## config.mk

```make
export PLATFORM = sky130hd
export DESIGN_NAME = tx_input_capture_ctrl
export DESIGN_NICKNAME = d
export VERILOG_FILES = /design/src/rtl/tx_capture_pkg.sv /design/src/rtl/rail_skid_buffer.sv /design/src/rtl/tx_input_capture_ctrl.sv
export SDC_FILE = /design/constraint.sdc
export NUM_CORES = 1
export LEC_CHECK = 0
export BUFFER_PORTS_ARGS = -buffer_cell sky130_fd_sc_hd__buf_2
export CAP_MARGIN = 20
export CELL_PAD_IN_SITES_DETAIL_PLACEMENT = 1
export CELL_PAD_IN_SITES_GLOBAL_PLACEMENT = 2
export CORE_ASPECT_RATIO = 1.5
export CORE_MARGIN = 2
export CORE_UTILIZATION = 31
export CTS_CLUSTER_DIAMETER = 150
export CTS_CLUSTER_SIZE = 10
export DETAILED_ROUTE_END_ITERATION = 8
export GPL_TIMING_DRIVEN = 0
export HOLD_SLACK_MARGIN = 0.03
export PLACE_DENSITY_LB_ADDON = 0.1
export SYNTH_ARGS = -nofsm -noshare
export SYNTH_HDL_FRONTEND = slang
export SYNTH_HIERARCHICAL = 1
export SYNTH_SLANG_ARGS = --single-unit
```

## constraint.sdc

```tcl
create_clock -name aclk -period 2.1 [get_ports aclk]
set_input_delay 0.315 -clock aclk [delete_from_list [all_inputs] [get_ports aclk]]
set_output_delay 0.315 -clock aclk [all_outputs]
set_load 0.01 [all_outputs]
```

## src/rtl/tx_capture_pkg.sv

```systemverilog
// Constants, register map and types for the transmit input capture stage
package tx_capture_pkg;

    localparam int unsigned AXI_ADDR_W = 4;
    localparam int unsigned AXI_DATA_W = 32;

    localparam logic [3:0] CTRL_OFFSET   = 4'h0;
    localparam logic [3:0] STATUS_OFFSET = 4'h4;
    localparam logic [3:0] COUNT_OFFSET  = 4'h8;

    localparam int unsigned CTRL_W                  = 4;
    localparam int unsigned CTRL_HOST_MODE_BIT      = 0;
    localparam int unsigned CTRL_CAPTURE_RISING_BIT = 1;
    localparam int unsigned CTRL_DUAL_RAIL_BIT      = 2;
    localparam int unsigned CTRL_HOST_TX_EN_BIT     = 3;
    localparam logic [3:0]  CTRL_RESET              = 4'h4;

    localparam int unsigned STAT_W               = 3;
    localparam int unsigned STAT_TX_ACTIVE_BIT   = 0;
    localparam int unsigned STAT_OVERFLOW_BIT    = 1;
    localparam int unsigned STAT_EDGE_RISING_BIT = 2;

    localparam logic [1:0] RESP_OKAY   = 2'h0;
    localparam logic [1:0] RESP_SLVERR = 2'h2;

    localparam int unsigned PIN_W    = 5;
    localparam int unsigned PIN_ON   = 0;
    localparam int unsigned PIN_CLK  = 1;
    localparam int unsigned PIN_EDGE = 2;
    localparam int unsigned PIN_POS  = 3;
    localparam int unsigned PIN_NEG  = 4;

    localparam int unsigned RAIL_W    = 2;
    localparam int unsigned BUF_DEPTH = 2;

    typedef enum logic [1:0] {
        BUS_IDLE = 2'b01,
        BUS_RESP = 2'b10
    } bus_state_e;

endpackage : tx_capture_pkg

```

## src/rtl/rail_skid_buffer.sv

```systemverilog
// Shift-style buffer whose head entry is a flip-flop, so outputs are registered
`timescale 1ns/1ps
`default_nettype none
module rail_skid_buffer #(
    parameter int unsigned WIDTH = tx_capture_pkg::RAIL_W,
    parameter int unsigned DEPTH = tx_capture_pkg::BUF_DEPTH
) (
    input  wire logic             aclk,
    input  wire logic             aresetn,
    input  wire logic             in_valid,
    input  wire logic [WIDTH-1:0] in_data,
    output var  logic             in_ready,
    output var  logic             out_valid,
    output var  logic [WIDTH-1:0] out_data,
    input  wire logic             out_ready
);

    logic [WIDTH-1:0] mem_q [DEPTH];
    logic [DEPTH-1:0] vld_q;
    logic [DEPTH-1:0] vld_d;
    logic [DEPTH-1:0] shift_vld;
    logic [WIDTH-1:0] mem_d [DEPTH];
    wire              pop  = vld_q[0] & out_ready;
    wire              push = in_valid & ~vld_q[DEPTH-1];

    // Entry i takes its upper neighbour on a pop, then the input lands in the first free slot
    genvar i;
    generate
        for (i = 0; i < DEPTH; i++) begin : g_entry
            wire              up_vld  = (i + 1 < DEPTH) ? vld_q[(i+1)%DEPTH] : 1'b0;
            wire [WIDTH-1:0]  up_data = (i + 1 < DEPTH) ? mem_q[(i+1)%DEPTH] : '0;
            wire              below   = (i == 0) ? 1'b1 : shift_vld[(i+DEPTH-1)%DEPTH];
            wire              wr_here;
            assign shift_vld[i] = pop ? up_vld : vld_q[i];
            assign wr_here      = push & ~shift_vld[i] & below;
            assign vld_d[i]     = shift_vld[i] | wr_here;
            assign mem_d[i]     = wr_here ? in_data : (pop ? up_data : mem_q[i]);
            always_ff @(posedge aclk) begin
                if (!aresetn) begin
                    mem_q[i] <= '0;
                end else begin
                    mem_q[i] <= mem_d[i];
                end
            end
        end
    endgenerate

    always_ff @(posedge aclk) begin
        if (!aresetn) begin
            vld_q <= '0;
        end else begin
            vld_q <= vld_d;
        end
    end

    assign out_valid = vld_q[0];
    assign out_data  = mem_q[0];
    // Full is honest: no push while the last slot holds a word, even on a pop
    assign in_ready  = ~vld_q[DEPTH-1];

endmodule : rail_skid_buffer
`default_nettype wire

```

## src/rtl/tx_input_capture_ctrl.sv

```systemverilog
// Transmit input capture, transmitter on/off control and AXI4-Lite register slave
//
// The register offsets and the AXI4-Lite slave port are this design's own decisions.
`timescale 1ns/1ps
`default_nettype none
module tx_input_capture_ctrl #(
    parameter int unsigned ADDR_W = tx_capture_pkg::AXI_ADDR_W,
    parameter int unsigned DEPTH  = tx_capture_pkg::BUF_DEPTH
) (
    input  wire logic              aclk,
    input  wire logic              aresetn,
    // AXI4-Lite slave
    input  wire logic [ADDR_W-1:0] s_axi_awaddr,
    input  wire logic              s_axi_awvalid,
    output var  logic              s_axi_awready,
    input  wire logic [31:0]       s_axi_wdata,
    input  wire logic [3:0]        s_axi_wstrb,
    input  wire logic              s_axi_wvalid,
    output var  logic              s_axi_wready,
    output var  logic [1:0]        s_axi_bresp,
    output var  logic              s_axi_bvalid,
    input  wire logic              s_axi_bready,
    input  wire logic [ADDR_W-1:0] s_axi_araddr,
    input  wire logic              s_axi_arvalid,
    output var  logic              s_axi_arready,
    output var  logic [31:0]       s_axi_rdata,
    output var  logic [1:0]        s_axi_rresp,
    output var  logic              s_axi_rvalid,
    input  wire logic              s_axi_rready,
    // Terminal-side pins
    input  wire logic              transmitter_on_input,
    input  wire logic              tx_line_clock,
    input  wire logic              tx_capture_edge_select,
    input  wire logic              tx_positive_rail_data,
    input  wire logic              tx_negative_rail_data,
    // Line outputs, enable high while driven
    output var  logic              line_out_tip,
    output var  logic              line_out_tip_oe,
    output var  logic              line_out_ring,
    output var  logic              line_out_ring_oe,
    // Serial clock handed to the host interface in host mode
    output var  logic              host_serial_clock,
    // Captured rail stream
    output var  logic              cap_valid,
    output var  logic              cap_pos_rail,
    output var  logic              cap_neg_rail,
    input  wire logic              cap_ready
);

    function automatic logic addr_is(input logic [ADDR_W-1:0] addr, input logic [3:0] off);
        addr_is = (addr[ADDR_W-1:2] == off[ADDR_W-1:2]);
    endfunction : addr_is

    // ---------------- Pin synchronisers ----------------
    logic [tx_capture_pkg::PIN_W-1:0] pin_s1_q;
    logic [tx_capture_pkg::PIN_W-1:0] pin_s2_q;
    logic                             clk_s3_q;
    wire  [tx_capture_pkg::PIN_W-1:0] pin_raw = {tx_negative_rail_data, tx_positive_rail_data,
                                                 tx_capture_edge_select, tx_line_clock,
                                                 transmitter_on_input};

    // Reset holds the transmitter-on view low, so an undriven input reads as off
    always_ff @(posedge aclk) begin
        if (!aresetn) begin
            pin_s1_q <= '0;
            pin_s2_q <= '0;
            clk_s3_q <= 1'b0;
        end else begin
            pin_s1_q <= pin_raw;
            pin_s2_q <= pin_s1_q;
            clk_s3_q <= pin_s2_q[tx_capture_pkg::PIN_CLK];
        end
    end

    wire on_s   = pin_s2_q[tx_capture_pkg::PIN_ON];
    wire clk_s  = pin_s2_q[tx_capture_pkg::PIN_CLK];
    wire edge_s = pin_s2_q[tx_capture_pkg::PIN_EDGE];
    wire pos_s  = pin_s2_q[tx_capture_pkg::PIN_POS];
    wire neg_s  = pin_s2_q[tx_capture_pkg::PIN_NEG];

    // ---------------- Control register ----------------
    logic [tx_capture_pkg::CTRL_W-1:0] ctrl_q;
    logic [tx_capture_pkg::CTRL_W-1:0] ctrl_d;
    wire host_mode  = ctrl_q[tx_capture_pkg::CTRL_HOST_MODE_BIT];
    wire reg_rising = ctrl_q[tx_capture_pkg::CTRL_CAPTURE_RISING_BIT];
    wire dual_rail  = ctrl_q[tx_capture_pkg::CTRL_DUAL_RAIL_BIT];
    wire host_tx_en = ctrl_q[tx_capture_pkg::CTRL_HOST_TX_EN_BIT];

    // ---------------- Capture edge and rails ----------------
    wire clk_rise    = clk_s & ~clk_s3_q;
    wire clk_fall    = ~clk_s & clk_s3_q;
    // Pin choice is ignored in host mode since the pin then carries the serial clock
    wire edge_rising = host_mode ? reg_rising : edge_s;
    wire cap_evt     = edge_rising ? clk_rise : clk_fall;
    wire pos_bit     = pos_s;
    wire neg_bit     = dual_rail ? neg_s : 1'b0;

    // ---------------- Transmitter enable ----------------
    // Pin gates the outputs in both modes; host bit only adds a second off switch
    wire tx_en = on_s & (host_mode ? host_tx_en : 1'b1);

    logic tip_q;
    logic ring_q;
    logic oe_q;
    logic sclk_q;

    always_ff @(posedge aclk) begin
        if (!aresetn) begin
            oe_q   <= 1'b0;
            tip_q  <= 1'b0;
            ring_q <= 1'b0;
            sclk_q <= 1'b0;
        end else begin
            oe_q   <= tx_en;
            tip_q  <= tx_en ? (cap_evt ? pos_bit : tip_q) : 1'b0;
            // Single rail parks the ring low so a stale dual-rail bit cannot linger
            ring_q <= (tx_en & dual_rail) ? (cap_evt ? neg_bit : ring_q) : 1'b0;
            sclk_q <= host_mode & edge_s;
        end
    end

    assign line_out_tip      = tip_q;
    assign line_out_ring     = ring_q;
    assign line_out_tip_oe   = oe_q;
    assign line_out_ring_oe  = oe_q;
    assign host_serial_clock = sclk_q;

    // ---------------- Capture buffer ----------------
    // The line clock cannot be stalled, so a full buffer drops the word and flags it
    logic buf_in_ready;
    logic [tx_capture_pkg::RAIL_W-1:0] buf_out_data;

    rail_skid_buffer #(
        .WIDTH (tx_capture_pkg::RAIL_W),
        .DEPTH (DEPTH)
    ) u_buf (
        .aclk      (aclk),
        .aresetn   (aresetn),
        .in_valid  (cap_evt),
        .in_data   ({pos_bit, neg_bit}),
        .in_ready  (buf_in_ready),
        .out_valid (cap_valid),
        .out_data  (buf_out_data),
        .out_ready (cap_ready)
    );

    assign cap_pos_rail = buf_out_data[1];
    assign cap_neg_rail = buf_out_data[0];

    wire  ovf_set = cap_evt & ~buf_in_ready;
    logic ovf_q;
    logic [31:0] cnt_q;

    // ---------------- AXI4-Lite write path ----------------
    logic              aw_full_q;
    logic              w_full_q;
    logic [ADDR_W-1:0] awaddr_q;
    logic [31:0]       wdata_q;
    logic [3:0]        wstrb_q;
    logic              awready_q;
    logic              wready_q;
    logic              bvalid_q;
    logic [1:0]        bresp_q;
    tx_capture_pkg::bus_state_e wr_state_q;

    wire aw_hs    = s_axi_awvalid & awready_q;
    wire w_hs     = s_axi_wvalid & wready_q;
    wire do_write = aw_full_q & w_full_q & (wr_state_q == tx_capture_pkg::BUS_IDLE);
    wire wr_ctrl  = do_write & addr_is(awaddr_q, tx_capture_pkg::CTRL_OFFSET);
    wire wr_stat  = do_write & addr_is(awaddr_q, tx_capture_pkg::STATUS_OFFSET);
    wire wr_cnt   = do_write & addr_is(awaddr_q, tx_capture_pkg::COUNT_OFFSET);
    wire wr_hit   = wr_ctrl | wr_stat | wr_cnt;
    wire ovf_clr  = wr_stat & wstrb_q[0] & wdata_q[tx_capture_pkg::STAT_OVERFLOW_BIT];
    wire aw_full_d = do_write ? 1'b0 : (aw_full_q | aw_hs);
    wire w_full_d  = do_write ? 1'b0 : (w_full_q | w_hs);
    wire bvalid_d  = bvalid_q ? ~s_axi_bready : do_write;

    assign ctrl_d = (wr_ctrl & wstrb_q[0]) ? wdata_q[tx_capture_pkg::CTRL_W-1:0] : ctrl_q;

    always_ff @(posedge aclk) begin
        if (!aresetn) begin
            aw_full_q <= 1'b0;
            w_full_q  <= 1'b0;
            awaddr_q  <= '0;
            wdata_q   <= 32'h0000_0000;
            wstrb_q   <= 4'h0;
            awready_q <= 1'b0;
            wready_q  <= 1'b0;
        end else begin
            aw_full_q <= aw_full_d;
            w_full_q  <= w_full_d;
            awaddr_q  <= aw_hs ? s_axi_awaddr : awaddr_q;
            wdata_q   <= w_hs ? s_axi_wdata : wdata_q;
            wstrb_q   <= w_hs ? s_axi_wstrb : wstrb_q;
            awready_q <= ~aw_full_d & ~bvalid_d;
            wready_q  <= ~w_full_d & ~bvalid_d;
        end
    end

    always_ff @(posedge aclk) begin
        if (!aresetn) begin
            wr_state_q <= tx_capture_pkg::BUS_IDLE;
            bvalid_q   <= 1'b0;
            bresp_q    <= tx_capture_pkg::RESP_OKAY;
        end else begin
            case (wr_state_q)
                tx_capture_pkg::BUS_IDLE: begin
                    if (do_write) begin
                        wr_state_q <= tx_capture_pkg::BUS_RESP;
                        bresp_q    <= wr_hit ? tx_capture_pkg::RESP_OKAY : tx_capture_pkg::RESP_SLVERR;
                    end
                end
                tx_capture_pkg::BUS_RESP: begin
                    if (s_axi_bready) begin
                        wr_state_q <= tx_capture_pkg::BUS_IDLE;
                    end
                end
                default: begin
                    wr_state_q <= tx_capture_pkg::BUS_IDLE;
                end
            endcase
            bvalid_q <= bvalid_d;
        end
    end

    assign s_axi_awready = awready_q;
    assign s_axi_wready  = wready_q;
    assign s_axi_bvalid  = bvalid_q;
    assign s_axi_bresp   = bresp_q;

    // ---------------- Register state ----------------
    // A new overflow beats a clear written in the same cycle
    always_ff @(posedge aclk) begin
        if (!aresetn) begin
            ctrl_q <= tx_capture_pkg::CTRL_RESET;
            ovf_q  <= 1'b0;
            cnt_q  <= 32'h0000_0000;
        end else begin
            ctrl_q <= ctrl_d;
            ovf_q  <= ovf_set | (ovf_q & ~ovf_clr);
            cnt_q  <= (cap_evt & buf_in_ready) ? cnt_q + 32'h0000_0001 : cnt_q;
        end
    end

    // ---------------- AXI4-Lite read path ----------------
    logic        arready_q;
    logic        rvalid_q;
    logic [31:0] rdata_q;
    logic [1:0]  rresp_q;
    tx_capture_pkg::bus_state_e rd_state_q;

    wire ar_hs   = s_axi_arvalid & arready_q;
    wire rd_ctrl = addr_is(s_axi_araddr, tx_capture_pkg::CTRL_OFFSET);
    wire rd_stat = addr_is(s_axi_araddr, tx_capture_pkg::STATUS_OFFSET);
    wire rd_cnt  = addr_is(s_axi_araddr, tx_capture_pkg::COUNT_OFFSET);
    wire [tx_capture_pkg::STAT_W-1:0] stat_bits = {edge_rising, ovf_q, oe_q};
    wire [31:0] ctrl_word = {{(32-tx_capture_pkg::CTRL_W){1'b0}}, ctrl_q};
    wire [31:0] stat_word = {{(32-tx_capture_pkg::STAT_W){1'b0}}, stat_bits};
    wire [31:0] rd_word   = rd_ctrl ? ctrl_word : rd_stat ? stat_word : rd_cnt ? cnt_q : 32'h0000_0000;
    wire [1:0]  rd_resp   = (rd_ctrl | rd_stat | rd_cnt) ? tx_capture_pkg::RESP_OKAY : tx_capture_pkg::RESP_SLVERR;

    always_ff @(posedge aclk) begin
        if (!aresetn) begin
            rd_state_q <= tx_capture_pkg::BUS_IDLE;
            arready_q  <= 1'b0;
            rvalid_q   <= 1'b0;
            rdata_q    <= 32'h0000_0000;
            rresp_q    <= tx_capture_pkg::RESP_OKAY;
        end else begin
            case (rd_state_q)
                tx_capture_pkg::BUS_IDLE: begin
                    arready_q <= ~ar_hs;
                    if (ar_hs) begin
                        rd_state_q <= tx_capture_pkg::BUS_RESP;
                        rvalid_q   <= 1'b1;
                        rdata_q    <= rd_word;
                        rresp_q    <= rd_resp;
                    end
                end
                tx_capture_pkg::BUS_RESP: begin
                    if (s_axi_rready) begin
                        rd_state_q <= tx_capture_pkg::BUS_IDLE;
                        rvalid_q   <= 1'b0;
                        arready_q  <= 1'b1;
                    end
                end
                default: begin
                    rd_state_q <= tx_capture_pkg::BUS_IDLE;
                    rvalid_q   <= 1'b0;
                    arready_q  <= 1'b0;
                end
            endcase
        end
    end

    assign s_axi_arready = arready_q;
    assign s_axi_rvalid  = rvalid_q;
    assign s_axi_rdata   = rdata_q;
    assign s_axi_rresp   = rresp_q;
endmodule : tx_input_capture_ctrl
`default_nettype wire

```

# After elaboration in Yosys (flattened, before gate mapping)
# Memory sizes are Yosys's and may differ from the RTL's.
# Index checks and enable logic that the tools add are counted.
# Widths: inputs -> output; s select.
dict set report op_classes {
  addsub 1
  eq_ne 12
  n_mux 33
  n_bitwise 47
  n_reduce_logical 8
}
# operator n
set ops {}
lappend ops {{$mux 32} 3}
lappend ops {{$add 32x1->32 const B} 1}
lappend ops {{$and 1x1->1} 25}
lappend ops {{$mux 2} 12}
lappend ops {{$mux 1} 14}
lappend ops {{$reduce_and 2->1} 6}
lappend ops {{$not 1->1} 11}
lappend ops {{$or 1x1->1} 11}
lappend ops {{$eq 2x1->1 const B} 4}
lappend ops {{$eq 2x2->1 const B} 4}
lappend ops {{$ne 2x2->1 const B} 4}
lappend ops {{$pmux 2 s2} 2}
lappend ops {{$logic_not 2->1} 2}
lappend ops {{$pmux 1 s2} 2}
dict set report totals {
  register_bits 110
  ramBits 4
  memories 1
}
# memory depth width rd rd_ports_with_merged_regs wr line_no
set memory_table {}
lappend memory_table {u_buf.mem_q 2 2 2 0 2 rail_skid_buffer.sv:18} ;# logic [WIDTH-1:0] mem_q [DEPTH];

# Depth between registers and ports, before layout
# Gate-level depths: netlist of the first run.
dict set report logic_depth {
  depth_word 8
  depth_mapped 7
  mapped_depth_nobuf 7
}

# Modules after synthesis
# Netlist of the first run, hierarchy kept.
# mod n_inst cells_each area_each_um2
set modules_own_cells {}
lappend modules_own_cells {tx_input_capture_ctrl 1 487 4155.2}
lappend modules_own_cells {rail_skid_buffer 1 35 289.0}

# Least setup slack after synthesis of the first run
# OpenSTA, ideal clock, no wires.
dict set report synth_timing {
  path_type {register to register}
  startpoint {register ctrl_q[0] (netlist name)}
  endpoint {register cnt_q[28]}
  setup_time_ns 0.070
  t_arrival_ns 1.817
  required_ns 2.030
  path_slack_ns 0.213
  path_stages_with_launch 7
  path_buffers 1
  synth_period_minus_slack_ns 1.887
  path_cell_list {dfxtp_1 > mux2i_2 > mux2i_4 > nand4_2 > clkbuf_2 > or3_1 > a21oi_1}
}
dict set report synth_between {
  elab_chain_len 3
}
# element line_no
set synth_rtl {}
lappend synth_rtl {{start: declaration} tx_input_capture_ctrl.sv:82} ;# logic [tx_capture_pkg::CTRL_W-1:0] ctrl_q;
lappend synth_rtl {{start signal: assignment} tx_input_capture_ctrl.sv:235} ;# ctrl_q <= tx_capture_pkg::CTRL_RESET;
lappend synth_rtl {{start signal: assignment} tx_input_capture_ctrl.sv:239} ;# ctrl_q <= ctrl_d;
lappend synth_rtl {{$mux 1} tx_input_capture_ctrl.sv:93} ;# wire edge_rising = host_mode ? reg_rising : edge_s;
lappend synth_rtl {{$mux 1} tx_input_capture_ctrl.sv:94} ;# wire cap_evt = edge_rising ? clk_rise : clk_fall;
lappend synth_rtl {{$and 1x1->1} tx_input_capture_ctrl.sv:241} ;# cnt_q <= (cap_evt & buf_in_ready) ? cnt_q + 32'h0000_0001 : cnt_q;
lappend synth_rtl {{end signal: assignment} tx_input_capture_ctrl.sv:241}
lappend synth_rtl {{end: declaration} tx_input_capture_ctrl.sv:152} ;# logic [31:0] cnt_q;
# No other way between the ends.
# A chain may end at the register's enable or synchronous reset.

# Worst setup path in the final report of the first run
dict set report layout_timing {
  startpoint {register cnt_q[5]}
  endpoint {register cnt_q[29]}
}
dict set report layout_between {
  elab_chain_len 1
}
# element line_no
set layout_rtl {}
lappend layout_rtl {{$add 32x1->32} tx_input_capture_ctrl.sv:241}
# No other way between the ends.

==> impl_metrics.yaml, run 1 <==
setup_path:
  setup.worst_path.start: "cnt_q[5]$_SDFFE_PN0P_"
  cp-end-kind: "flip-flop"
  critPathLaunchType: "flip-flop"
  required_ns: 2.37
  critPathArrivalTime_ns: 2.26
  reg2reg_from: "cnt_q[5]$_SDFFE_PN0P_"
  setup.worst_path.class: "flip-flop to flip-flop"
  path_max_fanout: 7
timing:
  relSlewSlack: 0.5007
  rsz0062_at_grt: "true"
  worstMarginPinSlew_ns: 0.7489
  timing.final.crit_period_ns: 1.991
  clock.fmax_ghz: 0.5023
  final.setup.tns_ns: 0
  min_period_over_period: 0.9480
  hold_slack_ns: 0.1742
  setup_viol: 0
  hold_violations: 0
  layout_setup_ws_ns: 0.1092
  finClkSkew_ns: 0.008949
  slew_violations: 0
drt:
  first_pass_iters: 4
  via_per_inst: 4.827
  ant_nets: 0
  drt_first_iter_violations: 96
  drc_errors: 0
  wl_um: 11970
  vias: 3881
  post_drt_wl_per_cell_um: 14.89
global_routing:
  antenna_found_initial: 0
  grt_pass1_vias: 3852
  grt_usage: 0.1676
  overflow: 0
  grt_max_degree: 17
  grt_pass1_wl_um: 20020
die:
  dieArea_mm2: 0.01533
  initial_core_util: 0.3176
  ios: 106
  die_w_um: 101.8
  die_height_um: 150.6
  core_mm2: 0.01399
  rows: 53
synth:
  ys_ff_latch: 109
  synth_commonest_cells: "dfxtp_1 (109), nand2_1 (59), a21oi_1 (58), nand3_1 (54), nor2_1 (50)"
  synth_top_cell_area_share: 0.4910
  synth_top_area_cell: "dfxtp_1"
  postSynth.asyncResetShare: 0
  syn_area_mm2: 0.004444
  synthFlopType: "dfxtp_1"
  synth.avg_cell_area_um2: 8.514
  ys_warn_count: 6
  yosysUniqueCellTypes: 45
  synth-edff-count: 0
  syn_inst: 522
  ys_seq_area_frac: 0.4910
  synth_most_common_cell: "dfxtp_1"
  synthTopCellsByArea: "dfxtp_1 (49%), a21oi_1 (6.5%), nand3_1 (6.1%)"
pwr:
  p_clk_frac: 0.380
  pwr-share-comb: 0.092
  swShare: 0.2571
  pwr-share-seq: 0.528
  switchingPower_uw: 1055
  cellLeakagePower_uw: 0.002054
  peakVddDrop_mv: 0.3771
  finalPower_uw: 4102
  power.internal_uw: 3048
  power.density_mw_per_mm2: 764.6
min_path:
  worstHoldStart: "tx_positive_rail_data"
  hp-class: "input pin to flip-flop"
clocking:
  clk_latency_ns: 0.34
  cts_buffers: 9
  clkSinkCount: 109
  cts_tree: "built"
  root_buffer: "clkbuf_16"
  htreeDepth: 3
  clk_pin_slew_worst_paths_ns: 0.07
  clockBufferDepth: 2
layout:
  antenna_cells: 0
  nets: 668
  area_delta_synth_final_pct: 20.72
  fin_cells: 804
  drive_above_1_share: 0.1748
flow_run:
  cap_violations: 0
place:
  gp_congestion: 0.7967
  dpl.cell_count: 781
  io_buffers: 66
  place_ws_ns: -0.3276
  dp_hpwl_um: 8954
run_status:
  outcome: "finished clean"
-- worst max-delay path, stage by stage (launching register included) --
cell     delay [ns]
dfxtp_1        0.45
nand4_1        0.27
nor3_1         0.39
nand4_1        0.15
buf_4          0.19
or3_1          0.34
a21oi_1        0.14
-- metal layers --
metal,share of wire,track usage,routed length [um],vias to the layer above
met5,0,0,0,-
met4,0.011,0.04730,128,0
met3,0.028,0.02971,330,9
met2,0.53,0.3010,6401,53
met1,0.43,0.2016,5108,1854
li1,-,-,-,1965
-- final cells by class --
| class | instances | area, um^2 |
|---|---|---|
| fillers | 1715 | 8627 |
| flip-flops and latches | 109 | 2183 |
| multi-input cells | 372 | 2117 |
| repair buffers | 74 | 390.4 |
| well taps | 192 | 240.2 |
| clock buffers | 11 | 232.7 |
| plain buffers | 30 | 130.1 |
| inverters | 12 | 45.04 |
| clock inverters | 4 | 26.28 |
-- state kept, by name, summed over array words and instances (netlist names), 2 cells and up --
register and count:
awaddr_q 2, cnt_q 32, ctrl_q 4, pin_s1_q 5, pin_s2_q 5, s_axi_rdata 32, u_buf/mem_q 4, u_buf/vld_q 2
wdata_q 4, wr_state_q 2
-- worst paths after layout --
kind	endpoint	slack (ns)	depth (start not counted)
hold reg to reg	pin_s2_q[2]$_SDFF_PN0_	0.44	1
setup / recovery	cnt_q[29]$_SDFFE_PN0P_	0.11	6
setup reg to reg	cnt_q[29]$_SDFFE_PN0P_	0.11	6
hold / removal	pin_s1_q[3]$_SDFF_PN0_	0.17	2
-- what timing repair did --
item,CTS,global route
setup buffers,4,4
hold buffers,0,0
setup endpoints to repair,30,20
gates resized for setup,4,4
pin swaps,1,0
-- cells by family (layout without fill, tap and decap cells) --
| logic type | count (synthesis) | count (layout) | synth area share |
|---|---|---|---|
| xor gates and xnor gates | 20 | 20 | 0.03941 |
| muxes | 16 | 16 | 0.04054 |
| adders and majority gates | 3 | 3 | 0.008447 |
| and+or+nand+nor | 246 | 246 | 0.2776 |
| DFF | 109 | 109 | 0.4910 |
| buffers and inverters | 42 | 131 | 0.03885 |
| other | 1 | 2 | 0.0008438 |
| AOI/OAI and AO/OA | 85 | 85 | 0.1033 |
-- power groups by stage --
stage | clock, uW | combinational (uW) | sequential [uW]
2_1_floorplan | 0 | 223 | 2210
3_3_place_gp | 0 | 376 | 2210
3_5_place_dp | 0 | 382 | 2210
4_1_cts | 1620 | 389 | 2170
5_1_grt | 1710 | 438 | 2170
6_report | 1560 | 379 | 2170
-- through the flow --
step / instance area (um^2) / utilization
global route: 5365 / 0.3834
CTS: 5333 / 0.3811
detailed placement: 5019 / 0.3587
finish: 5365 / 0.3834
floorplan: 4448 / -
global placement: 5019 / 0.3587
-- cell usage in the layout (no fill, tap or decap), types with 3 or more instances in the layout --
| master | count |
|---|---|
| mux2i_4 | 3 |
| nand3b_1 | 4 |
| o21ai_0 | 14 |
| ha_1 | 3 |
| nand3_1 | 54 |
| nand2_1 | 59 |
| nor3_1 | 6 |
| clkbuf_1 | 21 |
| nand4_1 | 13 |
| and4_1 | 3 |
| a21oi_1 | 58 |
| nand2b_1 | 7 |
| xnor2_1 | 3 |
| clkbuf_16 | 9 |
| inv_1 | 11 |
| buf_4 | 11 |
| mux2i_1 | 13 |
| dfxtp_1 | 108 |
| buf_1 | 3 |
| nor2b_1 | 3 |
| and3_1 | 7 |
| nor2_1 | 50 |
| buf_2 | 69 |
| a211oi_1 | 3 |
| and2_1 | 16 |
| xor2_1 | 17 |
| or3_1 | 11 |
Note: power is estimated with default switching activity, not from simulation.
==> run 2, diff against run 1 <==
CORE_UTILIZATION = 32   (was 31)
CTS_BUF_LIST = sky130_fd_sc_hd__clkbuf_8   (was not set)
SLEW_MARGIN = 20   (was not set)
clock period = 1.99 ns   (was 2.1 ns; I/O delays follow)
==> run 2 against run 1 <==
Cell area increased by 0.86%. Clock-buffer cell count decreased by 2. Largest power group unchanged. Sequential power increased by 5%. Non-clock buffer count increased by 4. Highest routed layer unchanged. First-iteration DRC count increased by 4.2%.
==> impl_metrics.yaml, run 2 (same netlist as run 1, synthesis figures left out) <==
pwr:
  cellLeakagePower_uw: 0.002114
  pwr-share-seq: 0.549
  swShare: 0.2611
  switchingPower_uw: 1086
  power.density_mw_per_mm2: 768.5
  power.internal_uw: 3073
  peakVddDrop_mv: 0.4180
  p_clk_frac: 0.352
  finalPower_uw: 4159
  pwr-share-comb: 0.099
timing:
  timing.final.crit_period_ns: 1.933
  rsz0062_at_grt: "true"
  relSlewSlack: 0.4953
  min_period_over_period: 0.9716
  clock.fmax_ghz: 0.5172
  setup_viol: 0
  finClkSkew_ns: 0.01181
  hold_violations: 0
  worstMarginPinSlew_ns: 0.7570
  final.setup.tns_ns: 0
  slew_violations: 0
  layout_setup_ws_ns: 0.05652
layout:
  mostFrequentLayoutCells: "dfxtp_1 (108), buf_2 (67), nand2_1 (59)"
  area_delta_synth_final_pct: 21.76
  nets: 672
  antenna_cells: 0
  final_common_cell: "dfxtp_1"
  fin_cells: 779
  drive_above_1_share: 0.1945
  final_util: 0.3999
setup_path:
  path_max_fanout: 7
  required_ns: 2.31
  rrSetupSlack_ns: 0.06
  reg2reg_from: "cnt_q[5]$_SDFFE_PN0P_"
  critPathLaunchType: "flip-flop"
  reg2reg_depth: 6
  r2r_end: "cnt_q[26]$_SDFFE_PN0P_"
  cp-end-kind: "flip-flop"
  critPathSlowestCell: "dfxtp_1"
  slowest_delay_ns: 0.46
  worstPathCellList: "nand4_1 > nor2_1 > nand4_4 > buf_6 > or3_4 > a21oi_2"
  crit_path_end: "cnt_q[26]$_SDFFE_PN0P_"
  setup.worst_path.start: "cnt_q[5]$_SDFFE_PN0P_"
  setup.worst_path.class: "flip-flop to flip-flop"
  critPathArrivalTime_ns: 2.25
clocking:
  hold_buffers: 0
  clk_latency_ns: 0.38
  root_buffer: "clkbuf_8"
  clockBufferDepth: 2
  htreeDepth: 3
  cts_buffers: 9
  clk_pin_slew_worst_paths_ns: 0.10
  clkSinkCount: 109
  cts_tree: "built"
drt:
  drc_errors: 0
  drt_first_iter_violations: 100
  post_drt_wl_per_cell_um: 15.65
  vias: 3912
  first_pass_iters: 4
  wl_um: 12190
  ant_nets: 0
  via_per_inst: 5.022
flow_run:
  cap_violations: 0
die:
  rows: 52
  die_height_um: 148.3
  ios: 106
  die_w_um: 100.2
  initial_core_util: 0.3284
  core_mm2: 0.01353
  dieArea_mm2: 0.01487
place:
  io_buffers: 66
  dpl.cell_count: 751
  gp_congestion: 0.7521
  place_ws_ns: -0.4550
  dp_hpwl_um: 8951
global_routing:
  overflow: 0
  grt_pass1_vias: 3950
  grt_max_degree: 17
  grt_pass1_wl_um: 19930
  grt_usage: 0.1711
  antenna_found_initial: 0
min_path:
  hp-class: "input pin to flip-flop"
run_status:
  outcome: "finished clean"
run 2: cell types whose count changed in the layout (fill, tap and decap cells not counted), sizes merged:
cell	delta
buf	+3
bufinv	+2
clkbuf	-1
clkinv	-2
inv	+3
run 2: cell type report:
cell class	instances	area, um^2
plain buffers	29	147.6
clock buffers	9	123.9
clock inverters	7	83.83
fillers	1657	8122
inverters	12	45.04
multi-input cells	372	2171
flip-flops and latches	109	2186
well taps	162	202.7
repair buffers	79	451.7
run 2: power groups by stage:
stage               registers [uW]  logic, uW  clock network, uW
floorplan                     2340        236                  0
global placement              2330        395                  0
detailed placement            2340        404                  0
CTS                           2290        413               1490
global route                  2300        472               1590
finish                        2280        412               1460
run 2: stage by stage:
step / area, um^2 / hold slack (ns)
finish: 5411 / 0.1206
CTS: 5285 / 0.1158
floorplan: 4448 / 0.4119
detailed placement: 4981 / 0.4215
global route: 5411 / 0.1043
global placement: 4981 / 0.4159
run 2: routing by layer:
layer  wire, um  GRT usage
met1       5117     0.1984
met2       6434     0.3094
met3        316    0.02303
met4        319    0.07466
met5          0          0
run 2: critical path: cells and delay by family (launching register included):
kind	cells	cell delay, ns
flops	1	0.46
buf+inv	1	0.16
simple gates	4	1.12
compound gates	1	0.13
run 2: what timing repair did:
item,CTS,global route
cloned,1,0
hold endpoints to repair,0,0
pin swaps,7,9
gates resized for setup,9,25
setup endpoints to repair,35,42
setup buffers,6,6
run 2: worst min-delay path by stage:
stage	from	cells after the start	to	slack (ns)
2_1_floorplan	pin_s1_q[0]$_SDFF_PN0_	1	pin_s2_q[0]$_SDFF_PN0_	0.41
6_report	tx_line_clock	2	pin_s1_q[1]$_SDFF_PN0_	0.12
4_1_cts	tx_positive_rail_data	2	pin_s1_q[3]$_SDFF_PN0_	0.12
3_5_place_dp	pin_s1_q[2]$_SDFF_PN0_	1	pin_s2_q[2]$_SDFF_PN0_	0.42
5_1_grt	tx_positive_rail_data	2	pin_s1_q[3]$_SDFF_PN0_	0.10
3_3_place_gp	pin_s1_q[4]$_SDFF_PN0_	1	pin_s2_q[4]$_SDFF_PN0_	0.42
